File: src/core/hia_pkg.sv
`default_nettype none
package hia_pkg;
  // ---------------------------------------------------------------
  // register map
  // ---------------------------------------------------------------
  localparam int unsigned HIA_NUM_SRC = 8;
  localparam logic [7:0] HIA_FLAGS_RST = 8'h00;
  localparam logic [7:0] HIA_MASK_RST  = 8'hFF;
  localparam logic       HIA_EN_RST    = 1'b0;
  // ---------------------------------------------------------------
  // flag bit positions
  // ---------------------------------------------------------------
  localparam int unsigned HIA_BIT_TOUCH_CONVERSION_DONE = 7;
  localparam int unsigned HIA_BIT_COMMAND_QUEUE_FLAG    = 6;
  localparam int unsigned HIA_BIT_COMMAND_QUEUE_DRAINED = 5;
  localparam int unsigned HIA_BIT_PLAYBACK_ENDED        = 4;
  localparam int unsigned HIA_BIT_SOUND_ENDED           = 3;
  localparam int unsigned HIA_BIT_TAG_CHANGED           = 2;
  localparam int unsigned HIA_BIT_TOUCH_DETECTED        = 1;
  localparam int unsigned HIA_BIT_LIST_SWAPPED          = 0;
endpackage
`default_nettype wire

File: src/core/hia_aggregator.sv
// Functional notes
// - output disabled: request pin left undriven
// - enabled: pin low when masked flags nonzero
// - mask one enables flag, zero blocks
// - each flag set by its own source
// - flag read returns flags, then clears those with no same-cycle event
// - bits 7..4: touch conv, queue flag, drained, playback
// - bits 3..0: sound, tag change, touch, swap
`timescale 1ns/100ps
`default_nettype none
module hia_aggregator
  import hia_pkg::*;
(
  input  wire logic       clk_sys,
  input  wire logic       rst,
  input  wire logic       clk_en,
  input  wire logic       touch_conversion_done,
  input  wire logic       command_queue_flag,
  input  wire logic       command_queue_drained,
  input  wire logic       playback_ended,
  input  wire logic       sound_ended,
  input  wire logic       tag_changed,
  input  wire logic       touch_detected,
  input  wire logic       list_swapped,
  input  wire logic       flags_rd,
  output logic [7:0]      flags_rdata,
  input  wire logic       mask_wr,
  input  wire logic [7:0] mask_wdata,
  output logic [7:0]      mask_rdata,
  input  wire logic       int_en_wr,
  input  wire logic       int_en_wdata,
  output logic            int_en_rdata,
  input  wire logic       int_n_i,
  output logic            int_n_o,
  output logic            int_n_oe
);
  import hia_pkg::*;

  typedef struct packed {
    logic [7:0] flags;
    logic [7:0] mask;
    logic       en;
    logic [7:0] rdata;
    logic       oe;
  } hia_state_t;

  hia_state_t state_reg;
  hia_state_t state_next;
  logic [7:0] events;
  logic       unused_pin;

  assign unused_pin = int_n_i;

  // ---------------------------------------------------------------
  // event mapping
  // ---------------------------------------------------------------
  always_comb begin
    events = 8'h00;
    events[HIA_BIT_TOUCH_CONVERSION_DONE] = touch_conversion_done;
    events[HIA_BIT_COMMAND_QUEUE_FLAG]    = command_queue_flag;
    events[HIA_BIT_COMMAND_QUEUE_DRAINED] = command_queue_drained;
    events[HIA_BIT_PLAYBACK_ENDED]        = playback_ended;
    events[HIA_BIT_SOUND_ENDED]           = sound_ended;
    events[HIA_BIT_TAG_CHANGED]           = tag_changed;
    events[HIA_BIT_TOUCH_DETECTED]        = touch_detected;
    events[HIA_BIT_LIST_SWAPPED]          = list_swapped;
  end

  // ---------------------------------------------------------------
  // next state
  // ---------------------------------------------------------------
  always_comb begin
    state_next = state_reg;
    if (mask_wr) begin
      state_next.mask = mask_wdata;
    end
    if (int_en_wr) begin
      state_next.en = int_en_wdata;
    end
    // read captures current flags; clear loses to a same-cycle set
    if (flags_rd) begin
      state_next.rdata = state_reg.flags;
      state_next.flags = events;
    end else begin
      state_next.flags = state_reg.flags | events;
    end
    // pin decided from next state so it tracks flags with no lag
    state_next.oe = state_next.en &&
                    ((state_next.flags & state_next.mask) != 8'h00);
  end

  always_ff @(posedge clk_sys) begin
    if (rst) begin
      state_reg.flags <= HIA_FLAGS_RST;
      state_reg.mask  <= HIA_MASK_RST;
      state_reg.en    <= HIA_EN_RST;
      state_reg.rdata <= 8'h00;
      state_reg.oe    <= 1'b0;
    end else if (clk_en) begin
      state_reg <= state_next;
    end
  end

  assign flags_rdata  = state_reg.rdata;
  assign mask_rdata   = state_reg.mask;
  assign int_en_rdata = state_reg.en;
  assign int_n_o      = 1'b0;
  assign int_n_oe     = state_reg.oe;

  // ---------------------------------------------------------------
  // pin and register write checks
  // ---------------------------------------------------------------
  a_pin_undriven_off: assert property (
    @(posedge clk_sys) disable iff (rst)
    !state_reg.en |-> !int_n_oe)
    else $error("pin driven while off");
  a_pin_follows_flags: assert property (
    @(posedge clk_sys) disable iff (rst)
    int_n_oe == (state_reg.en && |(state_reg.flags & state_reg.mask)))
    else $error("pin state wrong");
  a_mask_blocks_flag: assert property (
    @(posedge clk_sys) disable iff (rst)
    ((state_reg.flags & state_reg.mask) == 8'h00) |-> !int_n_oe)
    else $error("masked flag drove pin");
  a_pin_pulls_low: assert property (
    @(posedge clk_sys) disable iff (rst)
    int_n_oe |-> !int_n_o)
    else $error("pin not pulled low");
  a_enable_write_lands: assert property (
    @(posedge clk_sys) disable iff (rst)
    (clk_en && int_en_wr) |=> int_en_rdata == $past(int_en_wdata))
    else $error("enable write lost");
  a_mask_write_lands: assert property (
    @(posedge clk_sys) disable iff (rst)
    (clk_en && mask_wr) |=> mask_rdata == $past(mask_wdata))
    else $error("mask write lost");

  // ---------------------------------------------------------------
  // flag checks
  // ---------------------------------------------------------------
  a_event_sets_flag: assert property (
    @(posedge clk_sys) disable iff (rst)
    (clk_en && events[0]) |=> state_reg.flags[0])
    else $error("event lost");
  a_read_clears_flags: assert property (
    @(posedge clk_sys) disable iff (rst)
    (clk_en && flags_rd && events == 8'h00) |=> state_reg.flags == 8'h00)
    else $error("read did not clear");
  a_read_returns_flags: assert property (
    @(posedge clk_sys) disable iff (rst)
    (clk_en && flags_rd) |=> flags_rdata == $past(state_reg.flags))
    else $error("read data wrong");
  a_read_data_holds: assert property (
    @(posedge clk_sys) disable iff (rst)
    !(clk_en && flags_rd) |=> $stable(flags_rdata))
    else $error("read data moved without read");
  a_set_beats_clear: assert property (
    @(posedge clk_sys) disable iff (rst)
    (clk_en && flags_rd && tag_changed) |=> state_reg.flags[2])
    else $error("event lost on read");

  // ---------------------------------------------------------------
  // source to bit map
  // ---------------------------------------------------------------
  a_top_bit_map: assert property (
    @(posedge clk_sys) disable iff (rst)
    (clk_en && touch_conversion_done) |=> state_reg.flags[7])
    else $error("bit 7 not set");
  a_queue_bit_map: assert property (
    @(posedge clk_sys) disable iff (rst)
    (clk_en && command_queue_flag) |=> state_reg.flags[6])
    else $error("bit 6 not set");
  a_drained_bit_map: assert property (
    @(posedge clk_sys) disable iff (rst)
    (clk_en && command_queue_drained) |=> state_reg.flags[5])
    else $error("bit 5 not set");
  a_playback_bit_map: assert property (
    @(posedge clk_sys) disable iff (rst)
    (clk_en && playback_ended) |=> state_reg.flags[4])
    else $error("bit 4 not set");
  a_low_bit_map: assert property (
    @(posedge clk_sys) disable iff (rst)
    (clk_en && sound_ended) |=> state_reg.flags[3])
    else $error("bit 3 not set");
  a_tag_bit_map: assert property (
    @(posedge clk_sys) disable iff (rst)
    (clk_en && tag_changed) |=> state_reg.flags[2])
    else $error("bit 2 not set");
  a_touch_bit_map: assert property (
    @(posedge clk_sys) disable iff (rst)
    (clk_en && touch_detected) |=> state_reg.flags[1])
    else $error("bit 1 not set");
  a_swap_bit_map: assert property (
    @(posedge clk_sys) disable iff (rst)
    (clk_en && list_swapped) |=> state_reg.flags[0])
    else $error("bit 0 not set");

  // ---------------------------------------------------------------
  // clock enable and reset
  // ---------------------------------------------------------------
  a_freeze_holds: assert property (
    @(posedge clk_sys) disable iff (rst)
    !clk_en |=> $stable(state_reg))
    else $error("state moved while frozen");
  a_reset_state: assert property (
    @(posedge clk_sys)
    rst |=> (state_reg.flags == HIA_FLAGS_RST &&
             mask_rdata == HIA_MASK_RST &&
             int_en_rdata == HIA_EN_RST &&
             flags_rdata == 8'h00 && !int_n_oe))
    else $error("reset state wrong");

  // ---------------------------------------------------------------
  // per-bit checks
  // ---------------------------------------------------------------
  for (genvar b = 0; b < HIA_NUM_SRC; b++) begin : g_bit_chk
    a_bit_event_sets: assert property (
      @(posedge clk_sys) disable iff (rst)
      (clk_en && events[b]) |=> state_reg.flags[b])
      else $error("flag not set by its event");
    a_bit_flag_sticks: assert property (
      @(posedge clk_sys) disable iff (rst)
      (!(clk_en && flags_rd) && state_reg.flags[b]) |=> state_reg.flags[b])
      else $error("flag dropped without read");
    a_bit_no_stray: assert property (
      @(posedge clk_sys) disable iff (rst)
      (!state_reg.flags[b] && !(clk_en && events[b])) |=> !state_reg.flags[b])
      else $error("flag set without its event");
    a_bit_read_clears: assert property (
      @(posedge clk_sys) disable iff (rst)
      (clk_en && flags_rd && !events[b]) |=> !state_reg.flags[b])
      else $error("flag kept after read");
    a_bit_set_wins: assert property (
      @(posedge clk_sys) disable iff (rst)
      (clk_en && flags_rd && events[b]) |=> state_reg.flags[b])
      else $error("event lost on read");
    a_bit_mask_enables: assert property (
      @(posedge clk_sys) disable iff (rst)
      (state_reg.en && state_reg.mask[b] && state_reg.flags[b]) |-> int_n_oe)
      else $error("enabled flag did not drive pin");
  end
endmodule
`default_nettype wire

File: config.mk
export PLATFORM = sky130hd
export DESIGN_NAME = hia_aggregator
export DESIGN_NICKNAME = d
export VERILOG_FILES = /design/src/core/hia_pkg.sv /design/src/core/hia_aggregator.sv
export SDC_FILE = /design/constraint.sdc
export NUM_CORES = 1
export LEC_CHECK = 0
export ABC_AREA = 1
export BUFFER_PORTS_ARGS = -buffer_cell sky130_fd_sc_hd__buf_2
export CAP_MARGIN = 20
export CORE_ASPECT_RATIO = 0.6
export CORE_MARGIN = 1
export CORE_UTILIZATION = 44
export DETAILED_ROUTE_END_ITERATION = 10
export PLACE_DENSITY = 0.74
export REMOVE_ABC_BUFFERS = 1
export SYNTH_ARGS = -nofsm -noshare
export SYNTH_HDL_FRONTEND = slang
export SYNTH_SLANG_ARGS = --single-unit
File: constraint.sdc
create_clock -name clk_sys -period 1.1 [get_ports clk_sys]
set_clock_uncertainty 0.2 [all_clocks]
set_input_delay 0.11 -clock clk_sys [delete_from_list [all_inputs] [get_ports clk_sys]]
set_output_delay 0.11 -clock clk_sys [all_outputs]
set_load 0.01 [all_outputs]
== Word level (Yosys, flattened, before mapping) ==
Index checks and enable logic that the tools add are counted.

* Bitwise logic cells: 2
* Reduce and logical (&&, ||, !) cells: 3
* Muxes and demuxes: 3

{| class="wikitable"
|+ Operators with widths
! kind !! number
|-
| $mux 8 || 2
|-
| $and 8x8->8 || 1
|-
| $or 8x8->8 || 1
|-
| $reduce_bool 8->1 || 1
|-
| $reduce_and 2->1 || 1
|-
| $logic_and 1x1->1 || 1
|-
| $mux 1 || 1
|}

* Output and inout port bits: 19
* Register bits: 26

== Logic depth before layout (Yosys ltp) ==
Gate-level depths: netlist of run 1.

* Depth after elaboration: 5
* Depth in mapped cells: 10

== Worst setup path before layout of run 1 ==
OpenSTA, ideal clock, no wires.

* Path kind: flip-flop to flip-flop
* From: reg state_reg (netlist bit mask_rdata[3])
* To: reg state_reg (netlist bit int_n_oe)
* Clock period less this slack: 1.066 ns
* Arrival: 0.735 ns
* Path buffers: 0
* Setup slack: 0.034 ns
* Stages on the path, launching flop included: 9
* Setup time: 0.131 ns
* Cells stage by stage: dfxtp_1 nand2_1 nand2_1 nand2_1 nand2_1 nor2_1 nand2_1 nand2_1 a21oi_2

* Longest elaborated chain between the ends: 4

{| class="wikitable"
|+ RTL lines
! element !! RTL line !! source
|-
| start, declared || hia_aggregator.sv:47 || <nowiki>hia_state_t state_reg;</nowiki>
|-
| start signal, assigned || hia_aggregator.sv:100 || <nowiki>state_reg <= state_next;</nowiki>
|-
| $mux 8 || hia_aggregator.sv:74 || <nowiki>if (mask_wr) begin</nowiki>
|-
| $and 8x8->8 || hia_aggregator.sv:89 || <nowiki>((state_next.flags & state_next.mask) != 8'h00);</nowiki>
|-
| $reduce_bool 8->1 || hia_aggregator.sv:89 ||
|-
| $logic_and 1x1->1 || hia_aggregator.sv:88 || <nowiki>state_next.oe = state_next.en &&</nowiki>
|}

Every way passes these cells.
A chain may end at the register's enable or synchronous reset.

== Worst setup path after layout of run 1 ==
* From: reg state_reg[24] (netlist name)
* To: reg state_reg (netlist bit int_n_oe)

* Longest elaborated chain between the ends: 5

{| class="wikitable"
|+ RTL lines
! element !! RTL line !! source
|-
| $or 8x8->8 || hia_aggregator.sv:85 || <nowiki>state_next.flags = state_reg.flags | events;</nowiki>
|-
| $mux 8 || hia_aggregator.sv:81 || <nowiki>if (flags_rd) begin</nowiki>
|-
| $and 8x8->8 || hia_aggregator.sv:89 ||
|-
| $reduce_bool 8->1 || hia_aggregator.sv:89 ||
|-
| $logic_and 1x1->1 || hia_aggregator.sv:88 ||
|}

Every way passes these cells.

==> results of run 1 <==
==> synth_stat cells <==
library cell	number	share of area
a21oi_1	19	0.074
a21oi_2	1	0.0068
buf_2	5	0.019
buf_4	17	0.099
buf_6	1	0.0087
clkbuf_1	1	0.0029
conb_1	1	0.0029
dfxtp_1	26	0.40
inv_1	10	0.029
inv_2	2	0.0058
inv_4	1	0.0049
mux2i_1	1	0.0078
nand2_1	83	0.24
nand2_2	1	0.0049
nor2_1	16	0.047
o21ai_0	6	0.023
o21ai_1	2	0.0078
o21bai_1	2	0.012
==> final timing paths <==
check | depth (start not counted) | to | slack [ps] | startpoint
hold / removal | 5 | mask_rdata[3]$_SDFFE_PP1P_ | -50 | mask_wdata[3]
setup / recovery | 8 | int_n_oe$_SDFFE_PP0P_ | -60 | state_reg[24]$_SDFFE_PP0P_
setup reg to reg | 8 | int_n_oe$_SDFFE_PP0P_ | -60 | state_reg[24]$_SDFFE_PP0P_
hold reg to reg | 2 | state_reg[25]$_SDFFE_PP0P_ | 270 | state_reg[25]$_SDFFE_PP0P_
==> cell families after synthesis <==
kind of cell,share of synthesized area
DFF,0.4035
AOI/OAI and AO/OA,0.1232
other,0.002907
muxes,0.007760
buffers and inverters,0.1697
and+or+nand+nor,0.2929
==> timing repair <==
item,in CTS,in global routing
gates resized for setup,23,6
cloned,0,0
endpoints found under the setup margin,8,11
hold endpoints to repair,15,4
pin swaps,0,0
setup buffers,0,2
==> per-stage QoR <==
| stage | utilization | TNS, ps | instances |
|---|---|---|---|
| CTS | 0.6698 | -239.0 | 286 |
| finish | 0.6798 | -233.4 | 288 |
| detailed placement | 0.5861 | -114.0 | 273 |
| global placement | 0.5861 | -94.70 | 273 |
| global route | 0.6798 | -511.9 | 288 |
| floorplan | - | 0 | 171 |
==> power by group through the flow <==
stage | sequential [W] | clock (W) | combinational [W]
detailed placement | 0.00106 | 0 | 0.000421
CTS | 0.00104 | 0.000543 | 0.000489
global placement | 0.00106 | 0 | 0.000416
floorplan | 0.00108 | 0 | 0.000170
global route | 0.00105 | 0.000584 | 0.000561
finish | 0.00105 | 0.000529 | 0.000508
==> worst max-delay path, delay by kind of cell (launching register included) <==
kind	cells	cell delay [ps]
buffers and inverters	1	40
AND/OR/NAND/NOR	5	280
AO/OA/AOI/OAI	2	220
flip-flops	1	350
==> layer usage <==
metal,wire length [um],share of wire,up-vias
li1,-,-,689
met1,1585,0.50,594
met5,0,0,-
met4,9,0.0028,0
met3,183,0.058,2
met2,1381,0.44,44
==> area by class of cell <==
| cell class | count | area, sq um | share of cell area |
|---|---|---|---|
| Sequential cell | 26 | 534.3 | 0.2971 |
| Inverter | 13 | 51.30 | 0.02853 |
| Multi-Input combinational cell | 132 | 558.0 | 0.3104 |
| Timing Repair Buffer | 74 | 563.0 | 0.3132 |
| Clock buffer | 3 | 41.29 | 0.02296 |
| Tap cell | 40 | 50.05 | 0.02784 |
==> impl_metrics.env, run 1 <==
export IMPL_diodes=0
export IMPL_die_area_sq_um=3159
export IMPL_cpPeakStageDelay_ps=350
export IMPL_p_int_w=0.001520
export IMPL_synth_cells=195
export IMPL_slew_violations=0
export IMPL_ys_types=18
export IMPL_dr_pass1_iters=4
export IMPL_leakage_nw=0.9341
export IMPL_cts_tree="built"
export IMPL_final_hold_viol_count=6
export IMPL_top_usage_layer="met2"
export IMPL_ys_ff_latch=26
export IMPL_mappedNetlistArea_sq_um=1290
export IMPL_fin_crit_ps=1158
export IMPL_status="finished with violations"
export IMPL_area_delta_synth_final_pct=39.38
export IMPL_power_frac_comb=0.244
export IMPL_drv_cap=0
export IMPL_grt_ovfl_total=0
export IMPL_switching_share=0.2711
export IMPL_ys_seq_area_frac=0.4035
export IMPL_dr_total_vias=1329
export IMPL_gp_congestion=0.8029
export IMPL_place_area_sq_um=1550
export IMPL_clk_path_buf_depth=2
export IMPL_power_w=0.002085
export IMPL_layout_worst_path_cycle_share=1.053
export IMPL_pwr_share_seq=0.502
export IMPL_vdd_drop_max_mv=0.8309
export IMPL_hold_class="in -> reg"
export IMPL_crit_top_cell="nand2_1"
export IMPL_path_class="reg -> reg"
export IMPL_cp_data_required_time_ps=1110
export IMPL_ys_warn_count=0
export IMPL_core_area_sq_um=2645
export IMPL_viasPerCell=4.615
export IMPL_port_buffers=40
export IMPL_die_h_um=43.94
export IMPL_rows=14
export IMPL_clkPwrFrac=0.254
export IMPL_startpoint_type="register"
export IMPL_clkSlewWorstSetupHoldPaths_ps=90
export IMPL_io_pins=43
export IMPL_drive_above_1_share=0.3508
export IMPL_slowest_stage="dfxtp_2"
export IMPL_violations="hold timing, setup timing"
export IMPL_finalWirelength_mm=3.160
export IMPL_cts_sinks=26
export IMPL_crit_arrival_ps=1170
export IMPL_grt_total_usage=0.2080
export IMPL_grt_max_degree=14
export IMPL_cts_hold_buf=10
export IMPL_grt_util_met2=0.3321
export IMPL_antenna_found_initial=0
export IMPL_end_kind="register"
export IMPL_power_density_nw_per_um2=1159
export IMPL_use_met1=0.3016
export IMPL_cp_max_fo=2
export IMPL_p_sw_w=0.0005652
export IMPL_ant_nets=0
export IMPL_initial_core_util=0.4877
export IMPL_max_freq_mhz=863.3
export IMPL_numCtsBuffers=3
export IMPL_setup_ws_ps=-58.30
export IMPL_grt_pass1_vias=1165
export IMPL_rsz0062_at_grt="true"
export IMPL_wl_per_cell_um=10.97
export IMPL_nets=274
export IMPL_dieWidth_um=71.90
export IMPL_path_cells="inv_2 > o21bai_1 > nand2_1 > nand2_1 > nor2_1 > nand2_1 > nand2_1 > a21oi_2"
export IMPL_layout_commonest_cell="nand2_1"
export IMPL_pre_cts_slack_ps=-114.0
export IMPL_gr_usage_met3=0.04884
export IMPL_cts_root_buf="clkbuf_8"
export IMPL_htreeDepth=1
export IMPL_final_cell_mix="nand2_1 (83), buf_2 (33), a21oi_1 (17)"
export IMPL_design_area_sq_um=1798
export IMPL_dp_hpwl_mm=2.211
export IMPL_clk_latency_ps=260
export IMPL_finalSetupViolations=8
export IMPL_fillerInstances=246
export IMPL_syn_avg_cell_area_sq_um=6.615
export IMPL_drc=0
export IMPL_holdWs_ps=-50.01
export IMPL_grt_pass1_wl_mm=5.078
export IMPL_drtIter0Drc=76
No activity file was read; power rests on OpenSTA's default activity.
==> inputs of run 2 (changes only) <==
--- a/config.mk
+++ b/config.mk
@@ -14,6 +14,7 @@
 export DETAILED_ROUTE_END_ITERATION = 10
 export PLACE_DENSITY = 0.74
 export REMOVE_ABC_BUFFERS = 1
+export SETUP_SLACK_MARGIN = 0.5
 export SYNTH_ARGS = -nofsm -noshare
 export SYNTH_HDL_FRONTEND = slang
 export SYNTH_SLANG_ARGS = --single-unit
==> impl_metrics.env, run 2 (same netlist as run 1, synthesis figures left out) <==
export IMPL_core_area_sq_um=2645
export IMPL_power_density_nw_per_um2=1115
export IMPL_dieWidth_um=71.90
export IMPL_switching_share=0.2769
export IMPL_min_path_cells=3
export IMPL_clk_path_buf_depth=2
export IMPL_max_freq_mhz=866.9
export IMPL_hp_start="list_swapped"
export IMPL_dr_pass1_iters=4
export IMPL_violations="hold timing, setup timing"
export IMPL_slowest_stage="dfxtp_2"
export IMPL_vdd_drop_max_mv=0.7567
export IMPL_holdWs_ps=-109.5
export IMPL_path_cells="nand2_1 > nand2_2 > nand2_1 > nand2_1 > nor2_1 > nand2_1 > nand2_1 > a21oi_2"
export IMPL_cp_max_fo=2
export IMPL_rows=14
export IMPL_drc=0
export IMPL_cp_data_required_time_ps=1070
export IMPL_final_cell_mix="nand2_1 (69), buf_6 (35), dfxtp_2 (25)"
export IMPL_setup_ws_ps=-53.48
export IMPL_area_delta_synth_final_pct=51.70
export IMPL_drtIter0Drc=61
export IMPL_die_h_um=43.94
export IMPL_finalSetupViolations=9
export IMPL_route_met3_wl_um=172
export IMPL_grt_ovfl_total=0
export IMPL_drive_above_1_share=0.5473
export IMPL_fillerInstances=217
export IMPL_p_int_w=0.001578
export IMPL_final_hold_viol_count=13
export IMPL_final_core_util=0.7398
export IMPL_wl_met1_mm=1.633
export IMPL_dr_total_vias=1300
export IMPL_clkSlewWorstSetupHoldPaths_ps=90
export IMPL_layout_commonest_cell="nand2_1"
export IMPL_grt_pass1_vias=1105
export IMPL_clkPwrFrac=0.242
export IMPL_cpPeakStageDelay_ps=340
export IMPL_cts_root_buf="clkbuf_8"
export IMPL_drv_cap=0
export IMPL_gp_congestion=0.8029
export IMPL_layout_worst_path_cycle_share=1.049
export IMPL_timing_rr_start="mask_rdata[5]$_SDFFE_PP1P_"
export IMPL_diodes=0
export IMPL_leakage_nw=0.9652
export IMPL_dp_hpwl_mm=2.211
export IMPL_crit_top_cell="nand2_1"
export IMPL_grt_pass1_wl_mm=4.754
export IMPL_cts_tree="built"
export IMPL_nets=269
export IMPL_path_class="reg -> reg"
export IMPL_viasPerCell=4.594
export IMPL_p_sw_w=0.0006043
export IMPL_antenna_found_initial=0
export IMPL_slew_violations=0
export IMPL_finalWirelength_mm=3.149
export IMPL_grt_total_usage=0.1943
export IMPL_status="finished with violations"
export IMPL_r2r_slack_ps=-50
export IMPL_clk_latency_ps=270
export IMPL_initial_core_util=0.4877
export IMPL_fin_crit_ps=1153
export IMPL_finalSetupTns_ps=-287.2
export IMPL_port_buffers=40
export IMPL_numCtsBuffers=3
export IMPL_highest_layer="met4"
export IMPL_htreeDepth=1
export IMPL_io_pins=43
export IMPL_crit_arrival_ps=1120
export IMPL_grt_max_degree=14
export IMPL_ant_nets=0
export IMPL_end_kind="register"
export IMPL_wl_met2_mm=1.334
export IMPL_die_area_sq_um=3159
export IMPL_r2r_cells=8
export IMPL_startpoint_type="register"
export IMPL_power_frac_comb=0.271
export IMPL_hold_class="in -> reg"
export IMPL_cts_sinks=26
export IMPL_rr_endpoint="int_n_oe$_SDFFE_PP0P_"
export IMPL_rsz0062_at_grt="true"
export IMPL_wl_per_cell_um=11.13
export IMPL_pwr_share_seq=0.487
export IMPL_hold_end="state_reg[18]$_SDFFE_PP0P_"
run 2: worst max-delay path by stage:
| stage | startpoint | endpoint | slack [ps] |
|---|---|---|---|
| 2_1_floorplan | mask_rdata[3]$_SDFFE_PP1P_ | int_n_oe$_SDFFE_PP0P_ | 7 |
| 3_3_place_gp | mask_wr | int_n_oe$_SDFFE_PP0P_ | -90 |
| 3_5_place_dp | mask_wr | int_n_oe$_SDFFE_PP0P_ | -110 |
| 4_1_cts | mask_rdata[5]$_SDFFE_PP1P_ | int_n_oe$_SDFFE_PP0P_ | -40 |
| 5_1_grt | mask_rdata[5]$_SDFFE_PP1P_ | int_n_oe$_SDFFE_PP0P_ | -170 |
| 6_report | mask_rdata[5]$_SDFFE_PP1P_ | int_n_oe$_SDFFE_PP0P_ | -50 |
run 2: layout make-up:
class	instances	area, sq um	share of cell area
clock buffers	3	41.29	0.02110
inverters	13	51.30	0.02621
multi-input cells	132	658.1	0.3363
flip-flops and latches	26	551.8	0.2820
well taps	40	50.05	0.02558
repair buffers	69	604.3	0.3088
run 2: per-stage QoR:
stage	total power, W	area, sq um	worst slack (ps)	std cells	hold slack, ps
floorplan	0.001251	1122	7.311	171	-27.56
global placement	0.001474	1550	-94.70	273	179.5
detailed placement	0.001479	1550	-114.0	273	182.3
CTS	0.002128	1834	-43.56	276	-111.2
global route	0.002296	1957	-166.5	283	-110.2
finish	0.002182	1957	-53.48	283	-109.5
run 2: power by group through the flow:
stage,clock network [W],registers (W),logic [W]
6_report,0.000527,0.00106,0.000592
5_1_grt,0.000580,0.00107,0.000646
4_1_cts,0.000543,0.00106,0.000524
3_5_place_dp,0,0.00106,0.000421
3_3_place_gp,0,0.00106,0.000416
2_1_floorplan,0,0.00108,0.000170
run 2: what timing repair did:
| action | in CTS | in global routing |
|---|---|---|
| endpoints found under the hold margin | 14 | 12 |
| buffers inserted | 0 | 7 |
| gates resized for setup | 80 | 20 |
| setup endpoints to repair | 44 | 44 |
| pin swaps | 14 | 9 |
run 2: metal layers:
metal	vias to the layer above	GRT usage
met5	-	0
met4	0	0.01176
met3	2	0.04884
met2	41	0.2981
met1	577	0.2888
li1	680	-
run 2: worst max-delay path, delay by kind of cell, from the launching register on:
family | cells | cell delay [ps]
compound gates | 1 | 50
simple gates | 7 | 450
flops | 1 | 340
